## src/common/cmc_pkg.sv

```systemverilog
/*
 Constants, types and register map of the CSMA/CD line front end: the
 interframe space deference timer and the Manchester receive checker.
 Assumes a single 125 MHz clock and software access over APB.
*/
// Summary of operation
// Interframe spacing is programmable in even bit times from 2 to 256.
// Interframe period is spacing value times bit time; zero gives 256.
// Software writes load only the upper seven bits of the spacing register.
// Spacing low bit reads 1 in first half of period, 0 in second.
// Spacing resets to zero; bit time after reset is 8 clocks.
// Pending transmit defers while line active, then one full interframe.
// Normal backoff mode restarts the timer on activity in first half.
// Alternate or deterministic backoff mode never restarts the timer.
// An expired timer allows transmission even with activity on line.
// CSMA/CD mode selects Manchester; rising mid-bit is 1, falling is 0.
// External 1X clock option forces NRZ; no Manchester checking then.
// Collisions are missing rising, unexpected falling, or too short levels.
// Receive pin is sampled at eight times the bit rate.
// Jitter tolerated: one sample per half bit, two per full bit.
// Levels of three samples are valid; one or two samples collide.
// Narrow pulse collision flagged 3/8 to 1/2 bit after offending edge.
// Edge falling, no rise after six lows: collision at 1 to 1 1/8 bit.
// Mid falling, no rise: collision at 1 5/8 to 1 3/4 bit.
// High cell lacking mid fall is tentative end; one bit later sets idle.
// Falling edge during tentative end gives collision 1/2 to 5/8 bit later.
// End of frame is line high without transitions for two bit times.
// Each collision is reported as a single clock cycle pulse.
package cmc_pkg;
   localparam int CMC_AW = 12;
   localparam logic [CMC_AW-1:0] CMC_OFF_IFS = 12'h000;
   localparam logic [CMC_AW-1:0] CMC_OFF_CTRL = 12'h004;
   localparam logic [CMC_AW-1:0] CMC_OFF_STATUS = 12'h008;
   localparam logic [CMC_AW-1:0] CMC_OFF_SAMPDIV = 12'h00c;
   localparam int CMC_CTRL_W = 4;
   localparam int CMC_ST_IDLE = 0;
   localparam int CMC_ST_TXOK = 1;
   localparam int CMC_ST_COLL = 2;
   localparam int CMC_ST_RXBIT = 3;
   localparam int CMC_ST_HALF = 4;
   localparam logic [6:0] CMC_IFS_RST = 7'h00;
   localparam logic [CMC_CTRL_W-1:0] CMC_CTRL_RST = 4'h0;
   localparam logic [7:0] CMC_SAMPDIV_RST = 8'h00;
   localparam logic [8:0] CMC_IFS_ZERO_PERIOD = 9'h100;
   localparam logic [2:0] CMC_SAMP_LAST = 3'h7;
   localparam logic [4:0] CMC_NARROW_MAX = 5'h02;
   localparam logic [4:0] CMC_HALF_MAX = 5'h05;
   localparam logic [4:0] CMC_MISS_EDGE = 5'h06;
   localparam logic [4:0] CMC_MISS_MID = 5'h0b;
   localparam logic [4:0] CMC_IDLE_EXTRA = 5'h08;
   localparam logic [4:0] CMC_NRZ_IDLE = 5'h10;
   localparam logic [2:0] CMC_DLY_MISS = 3'h2;
   localparam logic [2:0] CMC_DLY_NARROW = 3'h3;
   localparam logic [2:0] CMC_DLY_EOF = 3'h4;
   typedef enum logic [1:0]
   {
      CMC_BK_NORMAL = 2'b00,
      CMC_BK_ALT = 2'b11
   } cmc_bkmode_t;
   typedef enum logic [1:0]
   {
      CMC_DEFER = 2'b00,
      CMC_TIMING = 2'b01,
      CMC_OPEN = 2'b11
   } cmc_ifs_state_t;
   typedef struct packed
   {
      logic [1:0] bkmode;
      logic ext_1x;
      logic csma;
   } cmc_ctrl_t;
endpackage

```

## src/hdl/cmc_top.sv

```systemverilog
/*
 Line front end of a CSMA/CD serial channel: APB registers, sample and
 bit rate divider, Manchester receive checker with collision and idle
 detection, and the interframe space deference timer.
 Assumes the receive pin and tx_pending are synchronous to pclk.
*/
`timescale 1ns/1ns
`default_nettype none
module cmc_top
(
   input wire logic pclk, // System clock
   input wire logic presetn, // Asynchronous reset, active low
   input wire logic [cmc_pkg::CMC_AW-1:0] paddr, // APB address
   input wire logic psel, // APB select
   input wire logic penable, // APB enable
   input wire logic pwrite, // APB direction
   input wire logic [31:0] pwdata, // APB write data
   output logic [31:0] prdata, // APB read data
   output logic pready, // APB ready
   output logic pslverr, // APB error
   input wire logic serial_receive_pin, // Line receive data
   input wire logic tx_pending, // New message waiting to send
   output logic tx_allowed, // Deference over, transmit may start
   output logic collision, // One cycle collision pulse
   output logic rx_bit, // Line level after the last mid or boundary transition
   output logic rx_bit_valid, // One cycle pulse with rx_bit
   output logic line_idle_flag, // Line idle status
   output logic manchester_sel // Manchester coding in use
);
   import cmc_pkg::*;

   function automatic logic [2:0] reg_index(input logic [CMC_AW-1:0] a);
      case (a)
         CMC_OFF_IFS: reg_index = 3'h4;
         CMC_OFF_CTRL: reg_index = 3'h5;
         CMC_OFF_STATUS: reg_index = 3'h6;
         CMC_OFF_SAMPDIV: reg_index = 3'h7;
         default: reg_index = 3'h0;
      endcase
   endfunction

   logic [6:0] ifs_q, ifs_d;
   cmc_ctrl_t ctrl_q, ctrl_d;
   logic [7:0] sdiv_q, sdiv_d;
   logic coll_st_q, coll_st_d;
   logic [31:0] prdata_q, prdata_d;
   logic pready_q, pready_d;
   logic pslverr_q, pslverr_d;
   logic manch_q, manch_d;

   logic [7:0] divc_q, divc_d;
   logic [2:0] phase_q, phase_d;
   logic samp_en_q, samp_en_d;
   logic bit_en_q, bit_en_d;

   logic rx_prev_q, rx_prev_d;
   logic [4:0] run_q, run_d;
   logic mid_ref_q, mid_ref_d;
   logic eof_pend_q, eof_pend_d;
   logic [2:0] dly_q, dly_d;
   logic idle_q, idle_d;
   logic coll_q, coll_d;
   logic rx_bit_q, rx_bit_d;
   logic rxv_q, rxv_d;
   logic edge_ev_q, edge_ev_d;

   cmc_ifs_state_t st_q, st_d;
   logic [8:0] cnt_q, cnt_d;
   logic half_q, half_d;
   logic txok_q, txok_d;

   logic access;
   logic done;
   logic [2:0] idx;
   logic [8:0] period;
   logic [4:0] run_inc;
   logic [4:0] miss_thr;

   assign access = psel & penable;
   assign done = access & pready_q;
   assign idx = reg_index(paddr);

   // Even spacing only; a zero count means the longest period.
   assign period = (ifs_q == CMC_IFS_RST) ? CMC_IFS_ZERO_PERIOD
      : {1'b0, ifs_q, 1'b0};

   // Registers and APB slave; one wait state per transfer.
   always_comb
   begin
      ifs_d = ifs_q;
      ctrl_d = ctrl_q;
      sdiv_d = sdiv_q;
      coll_st_d = coll_st_q;
      prdata_d = prdata_q;
      pready_d = access & ~pready_q;
      pslverr_d = 1'b0;
      if (access && !pready_q)
      begin
         pslverr_d = ~idx[2];
         case (idx)
            3'h4: prdata_d = {24'h0, ifs_q, half_q};
            3'h5: prdata_d = {28'h0, ctrl_q};
            3'h6: prdata_d = {27'h0, half_q, rx_bit_q, coll_st_q,
               txok_q, idle_q};
            3'h7: prdata_d = {24'h0, sdiv_q};
            default: prdata_d = 32'h0;
         endcase
      end
      if (done && pwrite)
      begin
         case (idx)
            3'h4: ifs_d = pwdata[7:1];
            3'h5: ctrl_d = cmc_ctrl_t'(pwdata[CMC_CTRL_W-1:0]);
            3'h6:
            begin
               if (pwdata[CMC_ST_COLL])
               begin
                  coll_st_d = 1'b0;
               end
            end
            3'h7: sdiv_d = pwdata[7:0];
            default: ;
         endcase
      end
      // A collision in the clearing cycle keeps the flag set.
      if (coll_q)
      begin
         coll_st_d = 1'b1;
      end
      manch_d = ctrl_q.csma & ~ctrl_q.ext_1x;
   end

   always_ff @(posedge pclk or negedge presetn)
   begin
      if (!presetn)
      begin
         ifs_q <= CMC_IFS_RST;
         ctrl_q <= CMC_CTRL_RST;
         sdiv_q <= CMC_SAMPDIV_RST;
         coll_st_q <= 1'b0;
         prdata_q <= 32'h0;
         pready_q <= 1'b0;
         pslverr_q <= 1'b0;
         manch_q <= 1'b0;
      end
      else
      begin
         ifs_q <= ifs_d;
         ctrl_q <= ctrl_d;
         sdiv_q <= sdiv_d;
         coll_st_q <= coll_st_d;
         prdata_q <= prdata_d;
         pready_q <= pready_d;
         pslverr_q <= pslverr_d;
         manch_q <= manch_d;
      end
   end

   // Sample enable every sdiv+1 clocks; a bit is eight samples.
   always_comb
   begin
      divc_d = divc_q;
      phase_d = phase_q;
      samp_en_d = 1'b0;
      bit_en_d = 1'b0;
      if (divc_q >= sdiv_q)
      begin
         divc_d = 8'h00;
         samp_en_d = 1'b1;
         phase_d = phase_q + 3'h1;
         bit_en_d = (phase_q == CMC_SAMP_LAST);
      end
      else
      begin
         divc_d = divc_q + 8'h01;
      end
   end

   always_ff @(posedge pclk or negedge presetn)
   begin
      if (!presetn)
      begin
         divc_q <= 8'h00;
         phase_q <= 3'h0;
         samp_en_q <= 1'b0;
         bit_en_q <= 1'b0;
      end
      else
      begin
         divc_q <= divc_d;
         phase_q <= phase_d;
         samp_en_q <= samp_en_d;
         bit_en_q <= bit_en_d;
      end
   end

   assign run_inc = (run_q == 5'h1f) ? run_q : run_q + 5'h01;
   // Allowed run before a missing transition depends on where the last
   // transition fell: edge allows a half bit, mid cell a full bit.
   assign miss_thr = mid_ref_q ? CMC_MISS_MID : CMC_MISS_EDGE;

   // Receive checker working on the sample stream.
   always_comb
   begin
      rx_prev_d = rx_prev_q;
      run_d = run_q;
      mid_ref_d = mid_ref_q;
      eof_pend_d = eof_pend_q;
      dly_d = dly_q;
      idle_d = idle_q;
      coll_d = 1'b0;
      rx_bit_d = rx_bit_q;
      rxv_d = 1'b0;
      edge_ev_d = 1'b0;
      if (samp_en_q)
      begin
         rx_prev_d = serial_receive_pin;
         if (dly_q != 3'h0)
         begin
            dly_d = dly_q - 3'h1;
            coll_d = (dly_q == 3'h1) && manch_q;
         end
         if (serial_receive_pin != rx_prev_q)
         begin
            edge_ev_d = 1'b1;
            run_d = 5'h01;
            idle_d = 1'b0;
            eof_pend_d = 1'b0;
            if (idle_q || !manch_q)
            begin
               mid_ref_d = 1'b0;
            end
            else if (run_q <= CMC_NARROW_MAX)
            begin
               dly_d = CMC_DLY_NARROW;
            end
            else if (eof_pend_q && !serial_receive_pin)
            begin
               dly_d = CMC_DLY_EOF;
            end
            else if (run_q <= CMC_HALF_MAX)
            begin
               mid_ref_d = ~mid_ref_q;
               rx_bit_d = serial_receive_pin;
               rxv_d = ~mid_ref_q;
            end
            else
            begin
               mid_ref_d = 1'b1;
               rx_bit_d = serial_receive_pin;
               rxv_d = 1'b1;
            end
         end
         else
         begin
            run_d = run_inc;
            if (!manch_q)
            begin
               if (serial_receive_pin && run_inc == CMC_NRZ_IDLE)
               begin
                  idle_d = 1'b1;
               end
            end
            else if (!idle_q && !serial_receive_pin)
            begin
               if (run_inc == miss_thr)
               begin
                  dly_d = CMC_DLY_MISS;
               end
            end
            else if (!idle_q)
            begin
               if (run_inc == miss_thr)
               begin
                  eof_pend_d = 1'b1;
               end
               if (eof_pend_q && run_inc == miss_thr + CMC_IDLE_EXTRA)
               begin
                  idle_d = 1'b1;
                  eof_pend_d = 1'b0;
               end
            end
         end
      end
   end

   always_ff @(posedge pclk or negedge presetn)
   begin
      if (!presetn)
      begin
         rx_prev_q <= 1'b1;
         run_q <= 5'h00;
         mid_ref_q <= 1'b0;
         eof_pend_q <= 1'b0;
         dly_q <= 3'h0;
         idle_q <= 1'b1;
         coll_q <= 1'b0;
         rx_bit_q <= 1'b0;
         rxv_q <= 1'b0;
         edge_ev_q <= 1'b0;
      end
      else
      begin
         rx_prev_q <= rx_prev_d;
         run_q <= run_d;
         mid_ref_q <= mid_ref_d;
         eof_pend_q <= eof_pend_d;
         dly_q <= dly_d;
         idle_q <= idle_d;
         coll_q <= coll_d;
         rx_bit_q <= rx_bit_d;
         rxv_q <= rxv_d;
         edge_ev_q <= edge_ev_d;
      end
   end

   // Interframe space deference timer, counting whole bit times.
   always_comb
   begin
      st_d = st_q;
      cnt_d = cnt_q;
      case (st_q)
         CMC_DEFER:
         begin
            if (idle_q)
            begin
               st_d = CMC_TIMING;
               cnt_d = period;
            end
         end
         CMC_TIMING:
         begin
            if (edge_ev_q && half_q &&
               cmc_bkmode_t'(ctrl_q.bkmode) == CMC_BK_NORMAL)
            begin
               cnt_d = period;
            end
            else if (bit_en_q)
            begin
               if (cnt_q <= 9'h001)
               begin
                  st_d = CMC_OPEN;
               end
               else
               begin
                  cnt_d = cnt_q - 9'h001;
               end
            end
         end
         CMC_OPEN:
         begin
            // Another station took the line before we started.
            if (edge_ev_q && !tx_pending)
            begin
               st_d = CMC_DEFER;
            end
         end
         default:
         begin
            st_d = CMC_DEFER;
         end
      endcase
      half_d = (st_d == CMC_TIMING) && (cnt_d > {1'b0, period[8:1]});
      txok_d = (st_d == CMC_OPEN);
   end

   always_ff @(posedge pclk or negedge presetn)
   begin
      if (!presetn)
      begin
         st_q <= CMC_TIMING;
         cnt_q <= CMC_IFS_ZERO_PERIOD;
         half_q <= 1'b1;
         txok_q <= 1'b0;
      end
      else
      begin
         st_q <= st_d;
         cnt_q <= cnt_d;
         half_q <= half_d;
         txok_q <= txok_d;
      end
   end

   assign prdata = prdata_q;
   assign pready = pready_q;
   assign pslverr = pslverr_q;
   assign tx_allowed = txok_q;
   assign collision = coll_q;
   assign rx_bit = rx_bit_q;
   assign rx_bit_valid = rxv_q;
   assign line_idle_flag = idle_q;
   assign manchester_sel = manch_q;
endmodule // cmc_top
`default_nettype wire

```

## config.mk

```make
export PLATFORM = sky130hd
export DESIGN_NAME = cmc_top
export DESIGN_NICKNAME = d
export VERILOG_FILES = /design/src/common/cmc_pkg.sv /design/src/hdl/cmc_top.sv
export SDC_FILE = /design/constraint.sdc
export NUM_CORES = 1
export LEC_CHECK = 0
export ABC_CLOCK_PERIOD_IN_PS = 7500
export BUFFER_PORTS_ARGS = -buffer_cell sky130_fd_sc_hd__buf_4
export CAP_MARGIN = 20
export CORE_ASPECT_RATIO = 1.5
export CORE_MARGIN = 10
export CORE_UTILIZATION = 55
export DETAILED_ROUTE_END_ITERATION = 8
export GPL_TIMING_DRIVEN = 0
export PLACE_DENSITY = 0.8
export SLEW_MARGIN = 20
export SYNTH_ARGS = -nofsm -noshare
export SYNTH_HDL_FRONTEND = slang
export SYNTH_SLANG_ARGS = --single-unit
```

## constraint.sdc

```tcl
create_clock -name pclk -period 7.5 [get_ports pclk]
set_clock_uncertainty 0.2 [all_clocks]
set_input_delay 0.75 -clock pclk [delete_from_list [all_inputs] [get_ports pclk]]
set_output_delay 0.75 -clock pclk [all_outputs]
set_load 0.02 [all_outputs]
```

* After elaboration in Yosys (flattened, before gate mapping)
Cells that the tools add are included.
Word-level totals: word-level logic and storage cells 167, output and inout bits 40, register bits after elaboration 97, input bits 51
Cells by class: muxes and demuxes 58, bitwise operators 11, magnitude comparators 5, equality and inequality tests 23, reductions and logical operators 36, $add $sub $neg 6
Operators by type and width (count):
- $mux W9 | 5
- $mux W1 | 32
- $pmux W8 S4 | 1
- $eq A12 B4 Y1 const B | 2
- $mux W3 | 8
- $pmux W9 S2 | 1
- $eq A3 B3 Y1 const B | 5
- $eq A12 B3 Y1 const B | 1
- $logic_not A12 Y1 | 1
- $pmux W3 S4 | 1
- $logic_and A1 B1 Y1 | 11
- $eq A5 B5 Y1 const B | 2
- $mux W2 | 5
- $mux W5 | 2
- $reduce_and A5 Y1 | 2
- $gt A9 B8 Y1 | 1
- $le A9 B1 Y1 const B | 1
- $reduce_bool A3 Y1 | 3
- $sub A9 B1 Y9 const B | 1
- $add A8 B1 Y8 const B | 1
- $ge A8 B8 Y1 | 1
- $mux W8 | 1
- $reduce_bool A2 Y1 | 4
- $logic_not A7 Y1 | 1
- 25 further kinds | 46

* Depth between registers and ports, before layout
Gate-level depths: netlist (run 1).
depth in word-level cells 9, mapped depth 15, gate-level depth less buffers 15

* Worst setup path before layout (run 1)
OpenSTA, ideal clock, no wires.
kind register to register, start reg half_q, end reg half_q, setup slack 4.861 ns, setup time 0.090 ns, cell stages (with the launch flop) 13, path buffers 1, data arrival time 2.349 ns, data required time 7.210 ns, clock period less this slack 2.639 ns, cell sequence dfstp_2 > and4bb_2 > or2_1 > clkbuf_1 > o21ai_1 > a22oi_1 > o21ai_0 > ha_1 > nor2b_1 > o21ai_0 > o2111ai_1 > a21oi_1 > a211oi_1
Between the ends: cells in the longest elaborated chain, start to end 6, elaborated cells between the ends (all ways) 9, those cells by class order compare (1); eq/ne (1); mux (4); reduce/logical (3)
RTL lines:
- start: declaration | line cmc_top.sv:69 | logic half_q, half_d;
- start signal: assignment | line cmc_top.sv:380 | half_q <= half_d;
- $logic_and A1 B1 Y1 (2 in series) | line cmc_top.sv:333 | if (edge_ev_q && half_q &&
- $mux W9 | line cmc_top.sv:333
- $pmux W9 S2 | line cmc_top.sv:322 | case (st_q)
- named net cnt_d[4] | line cmc_top.sv:68 | logic [8:0] cnt_q, cnt_d;
- $gt A9 B8 Y1 | line cmc_top.sv:363 | half_d = (st_d == CMC_TIMING) && (cnt_d > {1'b0, period[8:1]});
- $logic_and A1 B1 Y1 | line cmc_top.sv:363
- named net half_d | line cmc_top.sv:69
The timed path passes the listed nets, and every way through them passes these cells. A chain may end at the register's enable or synchronous reset.

* Worst setup path after layout (run 1)
Same ends and word-level chain as after synthesis.

==> results of run 1 <==
-- worst max path at each step --
stage / to / slack, ps
after floorplan: half_q / 4860
after global placement: half_q / 4480
after detailed placement: half_q / 4470
after CTS: half_q / 4450
after global routing: half_q / 4100
final: half_q / 4410
-- layout by cell type (no fill, tap or decap), drive strengths merged, types with 4 or more instances in the layout --
cell type   n
nand4      12
clkbuf     20
mux2       16
conb       24
nand2      45
mux4        4
dfrtp      68
buf        74
dfstp       5
ha         27
nor2b       8
nor3        9
xnor2       4
a22oi       6
nand2b     10
nor4        4
o21ai      30
a211oi      6
o31ai       8
and2        7
a21oi      32
xor2        7
nand3       9
nor2       34
or2         4
inv        27
-- worst max-delay path: stages (launching register included) --
cell       delay (ps)
dfstp_2           550
and4bb_2          300
or2_1             120
clkbuf_1          360
o21ai_1           130
a22oi_1           210
o21ai_0           150
ha_1              340
nor2b_1           130
o21ai_0           150
o2111ai_1         120
a21oi_1           170
a211oi_1           70
-- synth_stat cells (all sizes together) (2+ instances only) --
cell type  instances  area (um^2)
nand4             12         75.1
inv               27          101
nand2             45          171
o31ai              8         60.1
and3               3         18.8
nand3              9         50.1
a31oi              3         18.8
o221a              2         22.5
o22ai              2         12.5
a221oi             2         17.5
nand2b            10         62.6
mux4               4         90.1
o21ai             30          150
nor4               4         61.3
o221ai             2         17.5
nor4b              2         17.5
clkbuf             9         33.8
nor2b              8         50.1
nor2              34          130
dfrtp             68         1700
a311oi             2         17.5
or2                4         25.0
ha                27          338
nand3b             2         15.0
a21o               3         22.5
a21oi             32          160
o21bai             3         22.5
mux2              16          180
nor3b              2         15.0
nor3               9         45.0
a41oi              2         17.5
buf               34          246
xor2               7         61.3
dfstp              5          131
xnor2              4         35.0
a22oi              6         45.0
a211oi             6         50.1
a21boi             2         15.0
o211ai             2         15.0
and2               7         46.3
-- sequential cells by signal, summed over array words and instances (netlist names), 3 cells and up --
| name | count |
|---|---|
| prdata | 8 |
| ifs_q | 7 |
| phase_q | 3 |
| ctrl_q | 4 |
| dly_q | 3 |
| cnt_q | 9 |
| divc_q | 8 |
| run_q | 5 |
| sdiv_q | 8 |
-- layout make-up --
class,count,area share [%]
Clock inverter,4,1.45
Inverter,28,1.96
Tap cell,105,2.45
Clock buffer,11,4.53
Sequential cell,73,34.2
Timing Repair Buffer,40,5.60
Buffer,43,5.23
Multi-Input combinational cell,356,44.6
-- per-layer routing --
layer	routed length [um]	share of wire (%)
met3	787	7.1
met2	5710	51
met5	0	0
met4	395	3.6
met1	4190	38
-- logic make-up after synthesis --
group                    count (synthesis)
AO/OA/AOI/OAI                          117
XOR/XNOR                                11
adder cells (fa/ha/maj)                 27
buffers and inverters                   71
flip-flops                              73
multiplexers                            20
other                                    1
AND/OR/NAND/NOR                        157
-- per-stage QoR --
| stage | setup WS, ps | instances |
|---|---|---|
| finish | 4410 | 660 |
| global route | 4100 | 660 |
| CTS | 4450 | 660 |
| detailed placement | 4470 | 645 |
| global placement | 4480 | 645 |
| floorplan | 4860 | 500 |
-- report_power, final --
part           total [W]  internal, W  switching, W
Sequential      0.000395     0.000395   0.000000334
Clock           0.000465     0.000300      0.000165
Combinational  0.0000561    0.0000226     0.0000335
==> flow_metrics.env, run 1 <==
export IMPL_cts_hold_buffers=0
export IMPL_met3_usage_pct=5.07
export IMPL_yosys_warnings=0
export IMPL_outcome="complete, no violations"
export IMPL_cp_max_fo=10
export IMPL_crit_path_end_kind="register"
export IMPL_slew_headroom_pct=39.7
export IMPL_fin_nets=629
export IMPL_drive_above_1_share_pct=19.8
export IMPL_fin_crit_ps=3090
export IMPL_hold_end="manchester_sel"
export IMPL_fin_setup_tns_ps=0
export IMPL_grtUsageTotal_pct=18.4
export IMPL_path_class="register to register"
export IMPL_die_w_um=94.1
export IMPL_multi_input_area_mm2=0.00239
export IMPL_htreeDepth=3
export IMPL_vdd_drop_max_uv=124
export IMPL_start_kind="register"
export IMPL_num_vias=3779
export IMPL_grt_pass1_wl_mm=18.1
export IMPL_cts_path_max_buffers=2
export IMPL_timing_fmax_ghz=0.324
export IMPL_clk_pin_slew_worst_paths_ps=60
export IMPL_cts_resized=0
export IMPL_cts_root_buf="clkbuf_16"
export IMPL_coreArea_mm2=0.00801
export IMPL_synthMuxAreaShare_pct=5.97
export IMPL_dp_hpwl_mm=8.22
export IMPL_drt_pass1_iter_count=5
export IMPL_die_area_mm2=0.0123
export IMPL_async_flop_share_pct=100
export IMPL_io_pins=91
export IMPL_ys_seq_area_share_pct=40.5
export IMPL_crit_start="half_q"
export IMPL_grt_pass1_vias=3807
export IMPL_synth_seq_cells=73
export IMPL_fin_total_pwr_w=0.000916
export IMPL_fillers=641
export IMPL_rsz0062_at_grt="no"
export IMPL_synth_edf_count=0
export IMPL_io_buffers=40
export IMPL_drcViolationCount=0
export IMPL_fin_util_pct=67.0
export IMPL_cts_made_buffers=9
export IMPL_crit_required_ps=7550
export IMPL_leakage_nw=2.58
export IMPL_synth_cell_types=75
export IMPL_met1_usage_pct=19.4
export IMPL_cp_arrival_ps=3130
export IMPL_ys_flop_type="dfrtp_1"
export IMPL_cts_setup_buffers=0
export IMPL_setup_viol=0
export IMPL_hold_violations=0
export IMPL_powerDensity_mw_per_mm2=171
export IMPL_avgRoutedWirePerCell_um=16.8
export IMPL_worstSkewPairLatency_ps=340
export IMPL_reg2reg_depth=12
export IMPL_syn_inst=477
export IMPL_synthAdderAreaFrac_pct=7.46
export IMPL_netlist_area_mm2=0.00453
export IMPL_grt_max_degree=74
export IMPL_insertedDiodeCount=0
export IMPL_yosys_area_share_simple_pct=18.6
export IMPL_worstMarginPinSlew_ps=905
export IMPL_wl_mm=11.1
export IMPL_post_dp_cell_area_mm2=0.00504
export IMPL_drv_slew=0
export IMPL_grt_busiest_layer="met2"
export IMPL_reg2reg_to="half_q"
export IMPL_cts_tree="yes"
export IMPL_synth_xor_xnor_area_share_pct=2.13
export IMPL_gp_congestion=0.862
export IMPL_areaGrowthSynthToFinish_pct=18.5
export IMPL_cap_violations=0
export IMPL_design_area_mm2=0.00536
export IMPL_r2r_start="half_q"
export IMPL_antenna_found_initial=0
export IMPL_ff_latch_area_mm2=0.00183
export IMPL_synth_top_family_by_area="simple AND/OR/NAND/NOR gates"
export IMPL_syn_area_per_cell_um2=9.49
export IMPL_viasPerCell=5.73
export IMPL_hold_class="register to register"
export IMPL_fin_crit_sh_pct=41.1
export IMPL_hold_path_startpoint="ctrl_q[1]"
export IMPL_die_y_um=131
export IMPL_holdPathStages=1
export IMPL_rows=40
export IMPL_grt_ovfl_total=0
export IMPL_met2_usage_pct=32.8
export IMPL_cts_sinks=73
export IMPL_drt_iter0_markers=260
export IMPL_initial_utilization_pct=56.5
export IMPL_r2r_slack_ps=4410
export IMPL_hold_slack_ps=274
export IMPL_postRouteAntennaNets=0
export IMPL_synth_compound_area_share_pct=16.8
No activity file was read; power rests on OpenSTA's default activity.
==> run 2, diff against run 1 <==
--- a/config.mk
+++ b/config.mk
@@ -5,7 +5,7 @@
 export SDC_FILE = /design/constraint.sdc
 export NUM_CORES = 1
 export LEC_CHECK = 0
-export ABC_CLOCK_PERIOD_IN_PS = 7500
+export ABC_CLOCK_PERIOD_IN_PS = 2850
 export BUFFER_PORTS_ARGS = -buffer_cell sky130_fd_sc_hd__buf_4
 export CAP_MARGIN = 20
 export CORE_ASPECT_RATIO = 1.5
==> constraint.sdc (replaced) <==
create_clock -name pclk -period 2.85 [get_ports pclk]
set_clock_uncertainty 0.2 [all_clocks]
set_input_delay 0.285 -clock pclk [delete_from_list [all_inputs] [get_ports pclk]]
set_output_delay 0.285 -clock pclk [all_outputs]
set_load 0.02 [all_outputs]
==> flow_metrics.env, run 2 (same netlist as run 1, synthesis figures left out) <==
export IMPL_design_area_mm2=0.00570
export IMPL_io_pins=91
export IMPL_crit_buf_inv=0
export IMPL_fin_total_pwr_w=0.00242
export IMPL_cp_max_fo=10
export IMPL_die_area_mm2=0.0123
export IMPL_gp_congestion=0.862
export IMPL_final_cells=678
export IMPL_layout_common_cells="buf_4, dfrtp_1, nand2_1"
export IMPL_io_buffers=40
export IMPL_cts_root_buf="clkbuf_16"
export IMPL_cts_path_max_buffers=2
export IMPL_wl_mm=11.9
export IMPL_vdd_drop_max_uv=324
export IMPL_areaGrowthSynthToFinish_pct=26.0
export IMPL_outcome="complete, no violations"
export IMPL_grtUsageTotal_pct=18.8
export IMPL_cp_arrival_ps=2900
export IMPL_fin_crit_sh_pct=99.9
export IMPL_drt_pass1_iter_count=4
export IMPL_dp_hpwl_mm=8.22
export IMPL_path_cells="nand2b_1 -> or2_4 -> a21oi_1 -> nor2_1 -> o221a_1 -> ha_1 -> a21oi_2 -> o2111ai_2 -> a21oi_2 -> a211oi_2"
export IMPL_avgRoutedWirePerCell_um=17.5
export IMPL_drv_slew=0
export IMPL_grt_pass1_vias=3904
export IMPL_leakage_nw=2.70
export IMPL_grt_pass1_wl_mm=18.5
export IMPL_rsz0062_at_grt="yes"
export IMPL_critPathTopFamily="compound AO/OA/AOI/OAI gates"
export IMPL_ff_latch_area_mm2=0.00184
export IMPL_die_y_um=131
export IMPL_drive_above_1_share_pct=27.2
export IMPL_cts_sinks=73
export IMPL_grt_max_degree=74
export IMPL_largest_register_ffs=9
export IMPL_htreeDepth=3
export IMPL_fin_crit_ps=2850
export IMPL_coreArea_mm2=0.00801
export IMPL_timing_fmax_ghz=0.351
export IMPL_postRouteAntennaNets=0
export IMPL_path_class="register to register"
export IMPL_worstMarginPinSlew_ps=931
export IMPL_grt_ovfl_total=0
export IMPL_fillers=584
export IMPL_hold_violations=0
export IMPL_top_register="cnt_q"
export IMPL_fin_nets=647
export IMPL_slew_headroom_pct=37.9
export IMPL_multi_input_area_mm2=0.00257
export IMPL_cpMostUsedCell="a21oi_2"
export IMPL_antenna_found_initial=0
export IMPL_rows=40
export IMPL_dp_cells=645
export IMPL_drt_iter0_markers=285
export IMPL_initial_utilization_pct=56.5
export IMPL_cts_tree="yes"
export IMPL_crit_path_end_kind="register"
export IMPL_cap_violations=0
export IMPL_cp_slowest_stage_delay_ps=590
export IMPL_crit_required_ps=2900
export IMPL_viasPerCell=5.81
export IMPL_powerDensity_mw_per_mm2=424
export IMPL_worstSkewPairLatency_ps=340
export IMPL_slowest_stage="dfstp_2"
export IMPL_insertedDiodeCount=0
export IMPL_setup_viol=0
export IMPL_cts_made_buffers=9
export IMPL_drcViolationCount=0
export IMPL_start_kind="register"
export IMPL_hold_class="input pin to register"
export IMPL_num_vias=3940
export IMPL_final_common_cell="buf_4"
export IMPL_clk_pin_slew_worst_paths_ps=60
export IMPL_post_dp_cell_area_mm2=0.00504
export IMPL_die_w_um=94.1
[run 2: cell types whose count changed in the layout (fill, tap and decap cells not counted), moves of 3 or more]
cell and change:
a21oi_1 -8, a21oi_2 +8, buf_4 +12, dlygate4sd3_1 +7
ha_1 -4, inv_2 +3
[run 2: worst paths after layout]
check	startpoint	to	slack, ps	cells past startpoint
setup reg to reg	st_q[0]	half_q	2	10
min in group asynchronous	presetn	run_q[4]	410	2
hold / removal	pwdata[2]	sdiv_q[2]	10	3
max in group asynchronous	presetn	cnt_q[0]	1370	2
hold reg to reg	ctrl_q[1]	manchester_sel	280	1
setup / recovery	st_q[0]	half_q	2	10
[run 2: layout make-up]
type / count / share of cell area [%]
plain buffers: 42 / 4.85
clock buffers: 11 / 4.26
clock inverters: 4 / 1.36
inverters: 28 / 1.84
multi-input cells: 356 / 45.1
flip-flops and latches: 73 / 32.2
well taps: 105 / 2.30
repair buffers: 59 / 8.08
[run 2: stage by stage]
step	setup TNS, ps	util, %	setup WS [ps]	hold slack, ps
finish	0	71.2	1.56	11.7
floorplan	0	-	211	-211
global route	-171	71.2	-171	12.8
detailed placement	-183	63.0	-183	264
global placement	-168	63.0	-168	239
CTS	0	68.2	14.7	0.652
[run 2: tightest hold or removal path: cells and delay by family]
kind | cells | cell delay, ps
AOI/OAI and AO/OA | 1 | 60
buffers and inverters | 1 | 110
and+or+nand+nor | 1 | 40
[run 2: per-layer routing]
layer | part of all wire, % | GRT usage (%) | up-vias
met3 | 6.8 | 5.19 | 42
li1 | - | - | 1846
met1 | 36 | 19.6 | 1886
met2 | 52 | 33.7 | 166
met4 | 4.6 | 9.51 | 0
met5 | 0 | 0 | -
[run 2: what timing repair did]
item	CTS	global route
hold buffers	7	0
gates resized for setup	4	38
endpoints found under the setup margin	1	1
pin swaps	0	20
buffers inserted	1	11
endpoints found under the hold margin	77	0
[run 2: report_power, final]
part           leakage [nW]  internal [W]  switching (W)
combinational          1.62     0.0000658      0.0000906
clock                 0.156      0.000788       0.000430
sequential            0.926       0.00104    0.000000884
